<file path="src/hdl/bpsq_pkg.sv">
// package: shared constants and carriers for the protection sequencer
package bpsq_pkg;
   localparam int unsigned OVL_WAIT_CYCLES   = 512;
   localparam int unsigned OVL_HICCUP_CYCLES = 16384;
   localparam int unsigned THM_HICCUP_CYCLES = 16384;
   localparam int unsigned CNT_W             = 15;

   // comparator indications from the analog front end
   typedef struct packed {
      logic overvoltage_guard;
      logic peak_reached;
      logic ls_source_limit;
      logic ls_sink_limit;
      logic overload;
      logic over_temp;
      logic ss_discharged;
      logic sense_in_window;
   } bpsq_cmp_t;

   // gate commands to the drivers
   typedef struct packed {
      logic hs_on;
      logic ls_on;
   } bpsq_gate_t;

   typedef enum logic [4:0] {
      BPSQ_DISCHARGE = 5'h01,
      BPSQ_RUN       = 5'h02,
      BPSQ_OVL_OFF   = 5'h04,
      BPSQ_THM_HOT   = 5'h08,
      BPSQ_THM_COOL  = 5'h10
   } bpsq_state_t;
endpackage : bpsq_pkg

</file>
<file path="src/hdl/bpsq_sync.sv">
// file: three-stage input synchroniser with agreement filter
`timescale 1ns/10ps
`default_nettype none
module bpsq_sync #(
   parameter int unsigned W = 8
) (
   input  wire logic         clk,
   input  wire logic         rst,
   input  wire logic [W-1:0] din,
   output logic      [W-1:0] dout
);
   logic [W-1:0] s1;
   logic [W-1:0] s2;
   logic [W-1:0] s3;

   always_ff @(posedge clk or posedge rst) begin
      if (rst) begin
         s1 <= '0;
         s2 <= '0;
         s3 <= '0;
      end else begin
         s1 <= din;
         s2 <= s1;
         s3 <= s2;
      end
   end

   // a change counts once stages two and three agree
   always_ff @(posedge clk or posedge rst) begin
      if (rst) begin
         dout <= '0;
      end else begin
         for (int i = 0; i < W; i++) begin
            if (s2[i] == s3[i]) begin
               dout[i] <= s3[i];
            end
         end
      end
   end
endmodule : bpsq_sync
`default_nettype wire

</file>
<file path="src/hdl/bpsq_top.sv">
// file: cycle-based switch protection sequencer for a buck stage
// How it works
// - overvoltage holds high-side switch off
// - high-side returns only at next cycle
// - peak-current event ends high-side pulse
// - peak event turns low-side on same cycle
// - sourcing limit at cycle end skips pulse
// - pulses resume when cycle starts below limit
// - sinking limit kills low-side immediately
// - after sink trip both off until cycle
// - overload over 512 cycles shuts down
// - overload shutdown lasts 16384 cycles, restarts
// - over-temperature stops all switching
// - thermal count starts once temperature releases
// - thermal count 16384 reruns power-up
// - wait for soft-start discharge before switching
// - output good low during thermal shutdown
`timescale 1ns/10ps
`default_nettype none
module bpsq_top
   import bpsq_pkg::*;
#(
   parameter int unsigned OVL_WAIT = bpsq_pkg::OVL_WAIT_CYCLES,
   parameter int unsigned OVL_HIC  = bpsq_pkg::OVL_HICCUP_CYCLES,
   parameter int unsigned THM_HIC  = bpsq_pkg::THM_HICCUP_CYCLES
) (
   input  wire logic                clk,
   input  wire logic                rst,
   input  wire logic                cycle_tick,
   input  wire bpsq_pkg::bpsq_cmp_t cmp_in,
   output bpsq_pkg::bpsq_gate_t     gate,
   output logic                     ss_discharge,
   output logic                     output_good_flag
);
   import bpsq_pkg::*;

   bpsq_cmp_t   cmp;
   logic        tick;
   logic        tick_s1;
   bpsq_state_t state;
   bpsq_state_t next_state;
   logic [CNT_W-1:0] cnt;
   logic [CNT_W-1:0] ovl_cnt;
   logic        hs_done;
   logic        sink_trip;
   logic        src_skip;

   // ------------------------------------------------------------
   // input conditioning
   // ------------------------------------------------------------
   bpsq_sync #(.W($bits(bpsq_cmp_t))) u_sync (
      .clk  (clk),
      .rst  (rst),
      .din  (cmp_in),
      .dout (cmp)
   );

   // oscillator edge to one-cycle tick
   bpsq_sync #(.W(1)) u_tick (
      .clk  (clk),
      .rst  (rst),
      .din  (cycle_tick),
      .dout (tick_s1)
   );
   logic tick_d;
   always_ff @(posedge clk or posedge rst) begin
      if (rst) begin
         tick_d <= 1'b0;
      end else begin
         tick_d <= tick_s1;
      end
   end
   assign tick = tick_s1 & ~tick_d;

   // ------------------------------------------------------------
   // sequencing state
   // ------------------------------------------------------------
   always_comb begin
      next_state = state;
      case (state)
         BPSQ_DISCHARGE: begin
            if (tick && cmp.ss_discharged) begin
               next_state = BPSQ_RUN;
            end
         end
         BPSQ_RUN: begin
            if (tick && ovl_cnt >= CNT_W'(OVL_WAIT)) begin
               next_state = BPSQ_OVL_OFF;
            end
         end
         BPSQ_OVL_OFF: begin
            if (tick && cnt >= CNT_W'(OVL_HIC - 1)) begin
               next_state = BPSQ_DISCHARGE;
            end
         end
         BPSQ_THM_HOT: begin
            if (!cmp.over_temp) begin
               next_state = BPSQ_THM_COOL;
            end
         end
         BPSQ_THM_COOL: begin
            if (cmp.over_temp) begin
               next_state = BPSQ_THM_HOT;
            end else if (tick && cnt >= CNT_W'(THM_HIC - 1)) begin
               next_state = BPSQ_DISCHARGE;
            end
         end
         default: next_state = BPSQ_DISCHARGE;
      endcase
      if (cmp.over_temp) begin
         next_state = BPSQ_THM_HOT;
      end
   end

   always_ff @(posedge clk or posedge rst) begin
      if (rst) begin
         state <= BPSQ_DISCHARGE;
      end else begin
         state <= next_state;
      end
   end

   // hiccup counter, cleared on every state change
   always_ff @(posedge clk or posedge rst) begin
      if (rst) begin
         cnt <= '0;
      end else if (next_state != state) begin
         cnt <= '0;
      end else if (tick) begin
         cnt <= cnt + 1'b1;
      end
   end

   // overload persistence counter
   always_ff @(posedge clk or posedge rst) begin
      if (rst) begin
         ovl_cnt <= '0;
      end else if (state != BPSQ_RUN || !cmp.overload) begin
         ovl_cnt <= '0;
      end else if (tick && ovl_cnt < CNT_W'(OVL_WAIT)) begin
         ovl_cnt <= ovl_cnt + 1'b1;
      end
   end

   // ------------------------------------------------------------
   // per-cycle switch decisions
   // ------------------------------------------------------------
   always_ff @(posedge clk or posedge rst) begin
      if (rst) begin
         src_skip <= 1'b0;
      end else if (tick) begin
         src_skip <= cmp.ls_source_limit;
      end
   end

   // set wins over the cycle-start clear, so no pulse starts mid cycle
   always_ff @(posedge clk or posedge rst) begin
      if (rst) begin
         hs_done <= 1'b1;
      end else if (cmp.peak_reached || cmp.overvoltage_guard
                   || state != BPSQ_RUN) begin
         hs_done <= 1'b1;
      end else if (tick) begin
         hs_done <= 1'b0;
      end
   end

   always_ff @(posedge clk or posedge rst) begin
      if (rst) begin
         sink_trip <= 1'b0;
      end else if (cmp.ls_sink_limit) begin
         sink_trip <= 1'b1;
      end else if (tick) begin
         sink_trip <= 1'b0;
      end
   end

   logic run_ok;
   logic next_hs;
   logic next_ls;
   always_comb begin
      run_ok  = (state == BPSQ_RUN) && (next_state == BPSQ_RUN);
      next_hs = run_ok && !hs_done && !cmp.peak_reached
                && !cmp.overvoltage_guard && !src_skip
                && !sink_trip;
      next_ls = run_ok && !next_hs && !sink_trip
                && !cmp.ls_sink_limit;
      if (tick) begin
         next_hs = run_ok && !cmp.overvoltage_guard
                   && !cmp.ls_source_limit && !cmp.peak_reached
                   && !cmp.ls_sink_limit;
         next_ls = run_ok && !next_hs
                   && !cmp.ls_sink_limit;
      end
   end

   always_ff @(posedge clk or posedge rst) begin
      if (rst) begin
         gate <= '0;
      end else begin
         gate.hs_on <= next_hs;
         gate.ls_on <= next_ls;
      end
   end

   always_ff @(posedge clk or posedge rst) begin
      if (rst) begin
         ss_discharge     <= 1'b1;
         output_good_flag <= 1'b0;
      end else begin
         ss_discharge     <= (next_state != BPSQ_RUN);
         output_good_flag <= (next_state == BPSQ_RUN)
                             && cmp.sense_in_window
                             && !cmp.over_temp;
      end
   end

   // ------------------------------------------------------------
   // checks
   // ------------------------------------------------------------
   a_ovp_hs_off: assert property (@(posedge clk) disable iff (rst)
      cmp.overvoltage_guard |=> !gate.hs_on)
      else $error("high side on during overvoltage");

   a_ovp_wait_tick: assert property (@(posedge clk) disable iff (rst)
      (!gate.hs_on && !tick) |=> !gate.hs_on || $past(tick, 1))
      else $error("high side reenabled mid cycle");

   a_peak_off: assert property (@(posedge clk) disable iff (rst)
      (cmp.peak_reached && !tick) |=> !gate.hs_on)
      else $error("high side on after peak");

   a_peak_pair: assert property (@(posedge clk) disable iff (rst)
      (gate.hs_on && cmp.peak_reached && !tick && !cmp.ls_sink_limit
       && !cmp.over_temp && state == BPSQ_RUN) |=> gate.ls_on)
      else $error("low side not on after peak");

   a_src_skip: assert property (@(posedge clk) disable iff (rst)
      (tick && cmp.ls_source_limit) |=> !gate.hs_on)
      else $error("pulse not skipped on sourcing limit");

   a_sink_off: assert property (@(posedge clk) disable iff (rst)
      (cmp.ls_sink_limit && !tick)
      |=> !gate.ls_on ##1 (!gate.ls_on || $past(tick, 1)))
      else $error("low side on after sink trip");

   a_sink_both: assert property (@(posedge clk) disable iff (rst)
      (sink_trip && !tick) |=> !gate.hs_on && !gate.ls_on)
      else $error("switch on after sink trip");

   a_thm_stop: assert property (@(posedge clk) disable iff (rst)
      cmp.over_temp |=> !gate.hs_on && !gate.ls_on && !output_good_flag)
      else $error("switching during over temperature");

   a_ovl_clear: assert property (@(posedge clk) disable iff (rst)
      (!cmp.overload) |=> ovl_cnt == '0)
      else $error("overload count not cleared");

   a_dis_wait: assert property (@(posedge clk) disable iff (rst)
      (state == BPSQ_DISCHARGE) |=> !gate.hs_on && !gate.ls_on)
      else $error("switching before discharge");
endmodule : bpsq_top
`default_nettype wire

</file>
<file path="config.mk">
export PLATFORM = sky130hd
export DESIGN_NAME = bpsq_top
export DESIGN_NICKNAME = d
export VERILOG_FILES = /design/src/hdl/bpsq_pkg.sv /design/src/hdl/bpsq_sync.sv /design/src/hdl/bpsq_top.sv
export SDC_FILE = /design/constraint.sdc
export NUM_CORES = 1
export LEC_CHECK = 0
export ABC_AREA = 1
export BUFFER_PORTS_ARGS = -buffer_cell sky130_fd_sc_hd__buf_2
export CAP_MARGIN = 20
export CORE_ASPECT_RATIO = 0.75
export CORE_UTILIZATION = 65
export CTS_CLUSTER_DIAMETER = 60
export DETAILED_ROUTE_END_ITERATION = 10
export GPL_ROUTABILITY_DRIVEN = 0
export MAX_ROUTING_LAYER = met4
export PLACE_DENSITY = 0.91
export SYNTH_ARGS = -nofsm -noshare
export SYNTH_HDL_FRONTEND = slang
export SYNTH_SLANG_ARGS = --single-unit
</file>
<file path="constraint.sdc">
create_clock -name clk -period 5.41 [get_ports clk]
set_clock_uncertainty 0.05 [all_clocks]
set_input_delay 0.2705 -clock clk [delete_from_list [all_inputs] [get_ports clk]]
set_output_delay 0.2705 -clock clk [all_outputs]
set_load 0.05 [all_outputs]
</file>
==> flow_summary.json, run 1 <==
{
  "via_per_inst": 5.42,
  "placed_area_um2": 3390,
  "grt_pass1_wl_um": 9940,
  "io_buffers": 14,
  "p_seq_share_pct": 53.6,
  "leakage_nw": 1.67,
  "yosys-top-cells-count": "dfrtp_1, nand2_1, nor2_1",
  "synth_fp_nets": 327,
  "crit_family": "simple AND/OR/NAND/NOR gates",
  "power.switching_uw": 308,
  "drive_gt1_share_pct": 18.9,
  "cp_slowest_cell": "dfrtp_1",
  "die_h_um": 63.5,
  "grt_pass1_vias": 2188,
  "route.vias.total": 2200,
  "ios": 15,
  "slew_headroom_pct": 37.6,
  "pwr-share-clk_pct": 37.6,
  "syn_inst": 313,
  "crit_path_frequent_cell": "nand3_2",
  "yosys_warnings": 0,
  "peakVddDrop_uv": 249,
  "yosys-top-cells-area": "dfrtp_1, nand2_1, nor2_1",
  "die_area_um2": 5330,
  "dp_hpwl_um": 3840,
  "max_stage_delay_ps": 410,
  "status": "finished clean",
  "hold_violations": 0,
  "rows": 21,
  "rr_startpoint": "cnt[0]$_DFFE_PP0P_",
  "coreArea_um2": 4650,
  "htreeDepth": 3,
  "track_usage_pct": 25.7,
  "synth-seq-cells": 79,
  "cts_root_buf": "clkbuf_8",
  "fillers": 280,
  "swShare_pct": 26.0,
  "comb_power_share_pct": 8.9,
  "power_density_nw_per_um2": 322,
  "cts_made_buffers": 9,
  "dr.pass1.iters": 6,
  "yosys.area.top_type": "dfrtp_1",
  "clk_latency_ps": 360,
  "max_freq_ghz": 0.432,
  "antenna_found_initial": 0,
  "fin_crit_sh_pct": 42.8,
  "fp.dieW_um": 84.0,
  "cp_cell_sequence": "ha_1 > nand2_2 > nor2_4 > nand2_4 > nor2_8 > nand3_4 > nand3_2 > nand2_2 > nand3_2 > nand2_1 > nor2_2 > nand3_2 > nor2_2",
  "diodes": 0,
  "setup_viol": 0,
  "hp-class": "input port to asynchronous set/reset pin",
  "cp.required_ps": 5640,
  "internal_power_uw": 880,
  "syn_avg_cell_area_um2": 10.5,
  "grt_remaining_overflow": 0,
  "worst_setup_path_start_kind": "register",
  "netlist.area_leader.share_pct": 58.1,
  "fin_area_um2": 3690,
  "synth.distinct_cells": 34,
  "wl_per_cell_um": 14.5,
  "cts_tree": "built",
  "drv_slew": 0,
  "cp-startpoint": "cnt[0]$_DFFE_PP0P_",
  "drc": 0,
  "syn_to_final_growth_pct": 12.6,
  "final_nets": 358,
  "cap_violations": 0,
  "path_class": "register to register",
  "crit_buf_inv": 0,
  "initialDrtViolationCount": 155,
  "syn-cell-area_um2": 3280,
  "fin_setup_tns_ps": 0,
  "start_util_pct": 70.4,
  "period_needed_ps": 2310,
  "holdWs_ps": 135,
  "routed_wl_um": 5900,
  "antenna_left": 0,
  "cp_max_fo": 15,
  "arrival_ps": 2540,
  "rsz0062_at_grt": "false",
  "ys_seq_area_share_pct": 60.5,
  "cts_sinks": 79,
  "async_reset_ff_share_pct": 100,
  "end_kind": "register",
  "tightest_slew_ps": 936,
  "synth_most_common_cell": "dfrtp_1",
  "synth_edf_count": 0,
  "synthFlopType": "dfrtp_1",
  "clkTransAtPathRegs_ps": 80,
  "grt_max_degree": 80,
  "cts_buffer_depth": 2
}
[placed cells by master, fill, tap and decap left out, drive strengths merged]
| cell | n |
|---|---|
| dfrtp | 76 |
| nor2 | 56 |
| nand2 | 47 |
| inv | 41 |
| nand3 | 16 |
| buf | 15 |
| nor3 | 11 |
| a21oi | 11 |
| clkbuf | 11 |
| xor2 | 10 |
| nand4 | 9 |
| maj3 | 9 |
| dlygate4sd3 | 9 |
| o21ai | 6 |
| xnor2 | 4 |
| ha | 3 |
| dfstp | 3 |
| clkinv | 2 |
| a211oi | 1 |
| nor4 | 1 |
| and3 | 1 |
| mux2i | 1 |
| and2 | 1 |
| a311oi | 1 |
| o22ai | 1 |
| nor3b | 1 |
| bufinv | 1 |
| clkinvlp | 1 |
[state kept, by name (all words and copies together) (netlist names)]
register and count:
cnt 15, gate 2, hs_done 1, output_good_flag 1, ovl_cnt 15, sink_trip 1, src_skip 1, ss_discharge 1
state 5, tick_d 1, u_sync.dout 8, u_sync.s1 8, u_sync.s2 8, u_sync.s3 8, u_tick.dout 1, u_tick.s1 1
u_tick.s2 1, u_tick.s3 1
[per-stage QoR]
| stage | util (%) | cells | setup slack (ps) | total power, mW |
|---|---|---|---|---|
| 2_1_floorplan | - | 313 | 3070 | 0.725 |
| 3_3_place_gp | 73.0 | 381 | 3300 | 0.739 |
| 3_5_place_dp | 73.0 | 381 | 3180 | 0.745 |
| 4_1_cts | 79.3 | 406 | 3140 | 1.19 |
| 5_1_grt | 79.3 | 406 | 2900 | 1.23 |
| 6_report | 79.3 | 406 | 3100 | 1.19 |
[layer usage]
layer  routed length, um  vias up  part of all wire (%)  global-route usage (%)
met5                   0        -                     0                       -
met4                 119        0                   2.0                    8.41
li1                    -     1063                     -                       -
met1                2610     1054                    44                    31.3
met3                 283       18                   4.8                    8.26
met2                2890       65                    49                    41.1
[kinds of logic after synthesis]
family	after synthesis	synth area share (%)
fa+ha+maj	12	3.90
simple gates	143	22.5
xor+xnor	14	3.74
flops	79	60.5
mux	1	0.306
compound gates	20	3.63
buf+inv	44	5.50
[power by group through the flow]
stage | registers, mW | clock network (mW) | logic (mW)
2_1_floorplan | 0.642 | 0 | 0.0828
3_3_place_gp | 0.644 | 0 | 0.0941
3_5_place_dp | 0.646 | 0 | 0.0986
4_1_cts | 0.635 | 0.450 | 0.104
5_1_grt | 0.639 | 0.476 | 0.119
6_report | 0.636 | 0.446 | 0.105
[worst min-delay path, stage by stage]
cell	delay [ps]
buf_2	100
inv_2	30
buf_4	700
[area by class of cell]
cell class | instances | area [um^2] | share of cell area (%)
well taps | 57 | 71.3 | 1.93
clock inverters | 5 | 63.8 | 1.73
clock buffers | 11 | 141 | 3.83
inverters | 40 | 150 | 4.07
flip-flops and latches | 79 | 1980 | 53.7
multi-input cells | 190 | 1110 | 30.2
repair buffers | 24 | 168 | 4.54
[worst paths after layout]
| check | slack, ps | end | cells after the start |
|---|---|---|---|
| hold reg to reg | 300 | u_sync.s2[2]$_DFF_PP0_ | 0 |
| hold / removal | 140 | u_sync.s3[0]$_DFF_PP0_ | 3 |
| setup reg to reg | 3100 | cnt[2]$_DFFE_PP0P_ | 13 |
| setup / recovery | 3100 | cnt[2]$_DFFE_PP0P_ | 13 |
| max in group asynchronous | 4570 | state[2]$_DFF_PP0_ | 3 |
| min in group clk | 300 | u_sync.s2[2]$_DFF_PP0_ | 0 |
[timing repair]
| action | 4_1_cts | 5_1_grt |
|---|---|---|
| hold buffers | 9 | 0 |
| hold endpoints to repair | 9 | 0 |
| gates resized for setup | 0 | 0 |
| buffers inserted | 0 | 0 |
(Power assumes the default switching activity.)
==> run 2: changes to the inputs <==
--- a/config.mk
+++ b/config.mk
@@ -9,12 +9,12 @@
 export BUFFER_PORTS_ARGS = -buffer_cell sky130_fd_sc_hd__buf_2
 export CAP_MARGIN = 20
 export CORE_ASPECT_RATIO = 0.75
-export CORE_UTILIZATION = 65
+export CORE_UTILIZATION = 60
 export CTS_CLUSTER_DIAMETER = 60
 export DETAILED_ROUTE_END_ITERATION = 10
 export GPL_ROUTABILITY_DRIVEN = 0
 export MAX_ROUTING_LAYER = met4
-export PLACE_DENSITY = 0.91
+export PLACE_DENSITY = 0.85
 export SYNTH_ARGS = -nofsm -noshare
 export SYNTH_HDL_FRONTEND = slang
 export SYNTH_SLANG_ARGS = --single-unit
==> constraint.sdc (replaced) <==
create_clock -name clk -period 2.18 [get_ports clk]
set_clock_uncertainty 0.05 [all_clocks]
set_input_delay 0.109 -clock clk [delete_from_list [all_inputs] [get_ports clk]]
set_output_delay 0.109 -clock clk [all_outputs]
set_load 0.05 [all_outputs]
==> flow_summary.json, run 2 (synthesized netlist as in run 1, its figures left out) <==
{
  "status": "finished clean",
  "crit_buf_inv": 0,
  "cp_slowest_cell": "dfrtp_1",
  "max_stage_delay_ps": 400,
  "route.vias.total": 2223,
  "cts_made_buffers": 9,
  "slew_headroom_pct": 72.3,
  "drc": 0,
  "io_buffers": 14,
  "clkTransAtPathRegs_ps": 70,
  "worst_setup_path_start_kind": "register",
  "drv_slew": 0,
  "fin_area_um2": 3790,
  "post_cts_buffers": 0,
  "hold_violations": 0,
  "arrival_ps": 2230,
  "tightest_slew_ps": 412,
  "max_freq_ghz": 0.502,
  "cp.required_ps": 2410,
  "power_density_nw_per_um2": 778,
  "final_cell_mix": "dfrtp_1, nand2_1, nor2_1",
  "die_h_um": 66.0,
  "antenna_found_initial": 0,
  "peakVddDrop_uv": 615,
  "cap_violations": 0,
  "cts_root_buf": "clkbuf_8",
  "path_class": "register to register",
  "via_per_inst": 5.21,
  "die_area_um2": 5760,
  "final_common_cell": "dfrtp_1",
  "cts_tree": "built",
  "cp_max_fo": 7,
  "cts_sinks": 79,
  "grt_pass1_vias": 2236,
  "start_util_pct": 64.7,
  "fin_crit_sh_pct": 91.4,
  "drive_gt1_share_pct": 20.3,
  "wl_per_cell_um": 14.5,
  "diodes": 0,
  "ios": 15,
  "placed_area_um2": 3460,
  "cts_buffer_depth": 2,
  "leakage_nw": 1.70,
  "grt_max_degree": 80,
  "power.total_mw": 2.95,
  "track_usage_pct": 26.1,
  "setup_viol": 0,
  "fillers": 346,
  "hp-class": "register to register",
  "antenna_left": 0,
  "cp_cell_sequence": "ha_1 > nand2_2 > nor2_4 > nand2_4 > nor2_8 > nand3_4 > nand3_2 > nand2_2 > nand3_2 > nand2_1 > nor2_4 > nand3_4 > nor2_2",
  "crit_family": "simple AND/OR/NAND/NOR gates",
  "coreArea_um2": 5060,
  "routed_wl_um": 6180,
  "dp_hpwl_um": 3680,
  "grt_remaining_overflow": 0,
  "fin_setup_tns_ps": 0,
  "syn_to_final_growth_pct": 15.7,
  "initialDrtViolationCount": 216,
  "grt_pass1_wl_um": 10600,
  "rows": 22,
  "fp.dieW_um": 87.3,
  "largestRegisters": "cnt: 15 flops, ovl_cnt: 15 flops",
  "clk_latency_ps": 360,
  "period_needed_ps": 1990,
  "dr.pass1.iters": 4,
  "htreeDepth": 3,
  "rsz0062_at_grt": "false",
  "end_kind": "register",
  "final_nets": 364
}
==> run 2: cell types whose count changed in the layout (fill, tap and decap cells not counted), sizes merged <==
cell	previous run	this run
nand3	16	17
buf	15	19
clkbuf	11	10
clkinvlp	1	2
dlygate4sd3	9	10
==> run 2: worst register-to-register path: cells and delay by family, from the launching register on <==
family                   cells  cell delay [ps]
adder cells (fa/ha/maj)      1              230
flip-flops                   1              400
AND/OR/NAND/NOR             12             1260
==> run 2: power by group <==
group | total (mW) | switching, mW | internal [mW]
Clock | 1.07 | 0.531 | 0.535
Sequential | 1.58 | 0.0443 | 1.53
Combinational | 0.308 | 0.206 | 0.102
Total | 2.95 | 0.781 | 2.17
==> run 2: final timing paths <==
check | start | end | slack, ps | cells after the start
hold / removal | u_sync.s1[2]$_DFF_PP0_ | u_sync.s2[2]$_DFF_PP0_ | 300 | 0
setup / recovery | cnt[0]$_DFFE_PP0P_ | cnt[14]$_DFFE_PP0P_ | 190 | 13
max in group asynchronous | rst | hs_done$_DFFE_PP1P_ | 1400 | 4
hold reg to reg | u_sync.s1[2]$_DFF_PP0_ | u_sync.s2[2]$_DFF_PP0_ | 300 | 0
min in group asynchronous | rst | u_sync.s1[5]$_DFF_PP0_ | 350 | 4
setup reg to reg | cnt[0]$_DFFE_PP0P_ | cnt[14]$_DFFE_PP0P_ | 190 | 13
==> run 2: repair_timing <==
| action | 4_1_cts | 5_1_grt |
|---|---|---|
| gates resized for setup | 1 | 4 |
| hold endpoints to repair | 85 | 0 |
| gates cloned | 0 | 1 |
| pin swaps | 0 | 1 |
| hold buffers | 10 | 0 |
| endpoints found under the setup margin | 3 | 15 |
==> run 2: cell type report <==
class	count	area (um^2)	area share, %
Sequential cell	79	1980	52.3
Multi-Input combinational cell	191	1150	30.4
Timing Repair Buffer	29	220	5.81
Inverter	40	150	3.96
Clock buffer	10	128	3.37
Tap cell	72	90.1	2.38
Clock inverter	6	67.6	1.78
==> run 2: metrics by stage <==
step                      utilization (%)  instances  worst slack, ps  hold WS [ps]
final                                74.8        427              188           303
after global routing                 74.8        427             11.8           315
after CTS                            74.2        426              111           304
after detailed placement             68.2        400            -10.6           168
after global placement               68.2        400             93.4           167
after floorplan                         -        313             2.58          90.4
==> run 2: routing by layer <==
layer  part of all wire (%)  wire, um  track usage [%]  vias up
li1                       -         -                -     1075
met1                     44      2730             32.9     1058
met2                     48      2960             40.9       73
met3                    5.6       346             8.36       17
met4                    2.3       140             7.58        0
met5                      0         0                -        -
==> run 3: changes to the inputs <==
==> constraint.sdc (replaced) <==
create_clock -name clk -period 2.18 [get_ports clk]
set_clock_uncertainty 0.05 [all_clocks]
set_input_delay 0.327 -clock clk [delete_from_list [all_inputs] [get_ports clk]]
set_output_delay 0.327 -clock clk [all_outputs]
set_load 0.05 [all_outputs]
==> flow_summary.json, run 3 (synthesized netlist as in run 1, its figures left out) <==
{
  "die_area_um2": 5760,
  "peakVddDrop_uv": 760,
  "dp_hpwl_um": 3750,
  "period_needed_ps": 2060,
  "final_nets": 356,
  "max_freq_ghz": 0.486,
  "largestRegisters": "cnt: 15 flops, ovl_cnt: 15 flops",
  "coreArea_um2": 5060,
  "slew_headroom_pct": 72.0,
  "io_buffers": 14,
  "status": "finished clean",
  "stdcell_count": 418,
  "drv_slew": 0,
  "fillers": 324,
  "route.vias.total": 2184,
  "placed_area_um2": 3440,
  "final_common_cell": "dfrtp_1",
  "fp.dieW_um": 87.3,
  "via_per_inst": 5.22,
  "cts_tree": "built",
  "power.total_mw": 3.05,
  "cts_made_buffers": 9,
  "cp.required_ps": 2410,
  "grt_pass1_wl_um": 9580,
  "syn_to_final_growth_pct": 13.7,
  "fin_crit_sh_pct": 94.4,
  "antenna_found_initial": 0,
  "path_class": "register to register",
  "crit_family": "simple AND/OR/NAND/NOR gates",
  "cp_max_fo": 7,
  "worst_setup_path_start_kind": "register",
  "leakage_nw": 1.67,
  "min_to": "u_sync.s1[5]$_DFF_PP0_",
  "clk_latency_ps": 350,
  "cts_buffer_depth": 2,
  "max_stage_delay_ps": 400,
  "drc": 0,
  "routed_wl_um": 5860,
  "ctsHoldBuffers": 0,
  "dp_cells": 397,
  "hp-class": "input port to register",
  "cp_cell_sequence": "ha_1 > nand2_2 > nor2_4 > nand2_4 > nor2_8 > nand3_4 > nand3_2 > nand2_2 > nand3_2 > nand2_1 > nor2_2 > nand3_4 > nor2_2",
  "htreeDepth": 3,
  "dr.pass1.iters": 4,
  "grt_pass1_vias": 2134,
  "wl_per_cell_um": 14.0,
  "diodes": 0,
  "track_usage_pct": 23.3,
  "cts_root_buf": "clkbuf_8",
  "setup_viol": 0,
  "hold_start": "cmp_in[5]",
  "cap_violations": 0,
  "crit_buf_inv": 0,
  "rows": 22,
  "power_density_nw_per_um2": 820,
  "grt_max_degree": 80,
  "ios": 15,
  "fin_area_um2": 3720,
  "end_kind": "register",
  "hold_violations": 0,
  "timing.rr.end": "cnt[3]$_DFFE_PP0P_",
  "start_util_pct": 64.7,
  "cts_sinks": 79,
  "worstHoldPathCells": 1,
  "antenna_left": 0,
  "die_h_um": 66.0,
  "rr_startpoint": "cnt[0]$_DFFE_PP0P_",
  "rrSetupSlack_ps": 120,
  "drive_gt1_share_pct": 21.4,
  "ff2ff_path_depth": 13,
  "clkTransAtPathRegs_ps": 80,
  "initialDrtViolationCount": 183,
  "final_core_util_pct": 73.5,
  "grt_remaining_overflow": 0,
  "cp_slowest_cell": "dfrtp_1",
  "tightest_slew_ps": 415,
  "final_cell_mix": "dfrtp_1, nand2_1, nor2_1",
  "arrival_ps": 2290
}
## run 3: layout make-up
cell class              instances  area (um^2)  share of cell area [%]
well taps                      72         90.1                    2.42
flip-flops and latches         79         1980                    53.2
clock inverters                 6         92.6                    2.49
inverters                      40          154                    4.13
repair buffers                 21          135                    3.63
multi-input cells             191         1150                    30.8
clock buffers                   9          124                    3.33
## run 3: how the worst max path moves through the flow
stage,endpoint,start,depth (start not counted),slack (ps)
2_1_floorplan,cnt[5]$_DFFE_PP0P_,cnt[0]$_DFFE_PP0P_,15,340
3_3_place_gp,cnt[13]$_DFFE_PP0P_,u_tick.dout$_DFFE_PP0N_,13,70
3_5_place_dp,cnt[12]$_DFFE_PP0P_,cnt[0]$_DFFE_PP0P_,13,-20
4_1_cts,cnt[10]$_DFFE_PP0P_,cnt[0]$_DFFE_PP0P_,13,120
5_1_grt,cnt[10]$_DFFE_PP0P_,cnt[0]$_DFFE_PP0P_,13,-20
6_report,cnt[3]$_DFFE_PP0P_,cnt[0]$_DFFE_PP0P_,13,120
## run 3: timing repair
item                       CTS  global route
hold endpoints to repair     0             0
setup endpoints to repair   13            15
pin swaps                    0             2
cloned                       0             1
buffers inserted             0             5
resized for setup            1             3
## run 3: through the flow
stage,setup WS [ps],hold slack [ps],TNS (ps)
final,122,23.1,0
after detailed placement,-15.7,288,-22.9
after global placement,69.5,282,0
after global routing,-17.4,3.30,-35.7
after floorplan,335,281,0
after CTS,117,12.4,0
## run 3: layer usage
layer	vias to the layer above	routed length (um)	GRT usage [%]
met4	0	119	10.0
met2	53	2830	34.2
li1	1059	-	-
met3	18	230	7.12
met5	-	0	-
met1	1054	2680	30.5
## run 3: power by group
| group | leakage, nW | internal (mW) | switching [mW] |
|---|---|---|---|
| Sequential | 1.00 | 1.53 | 0.0426 |
| Combinational | 0.567 | 0.0956 | 0.209 |
| Clock | 0.102 | 0.646 | 0.530 |
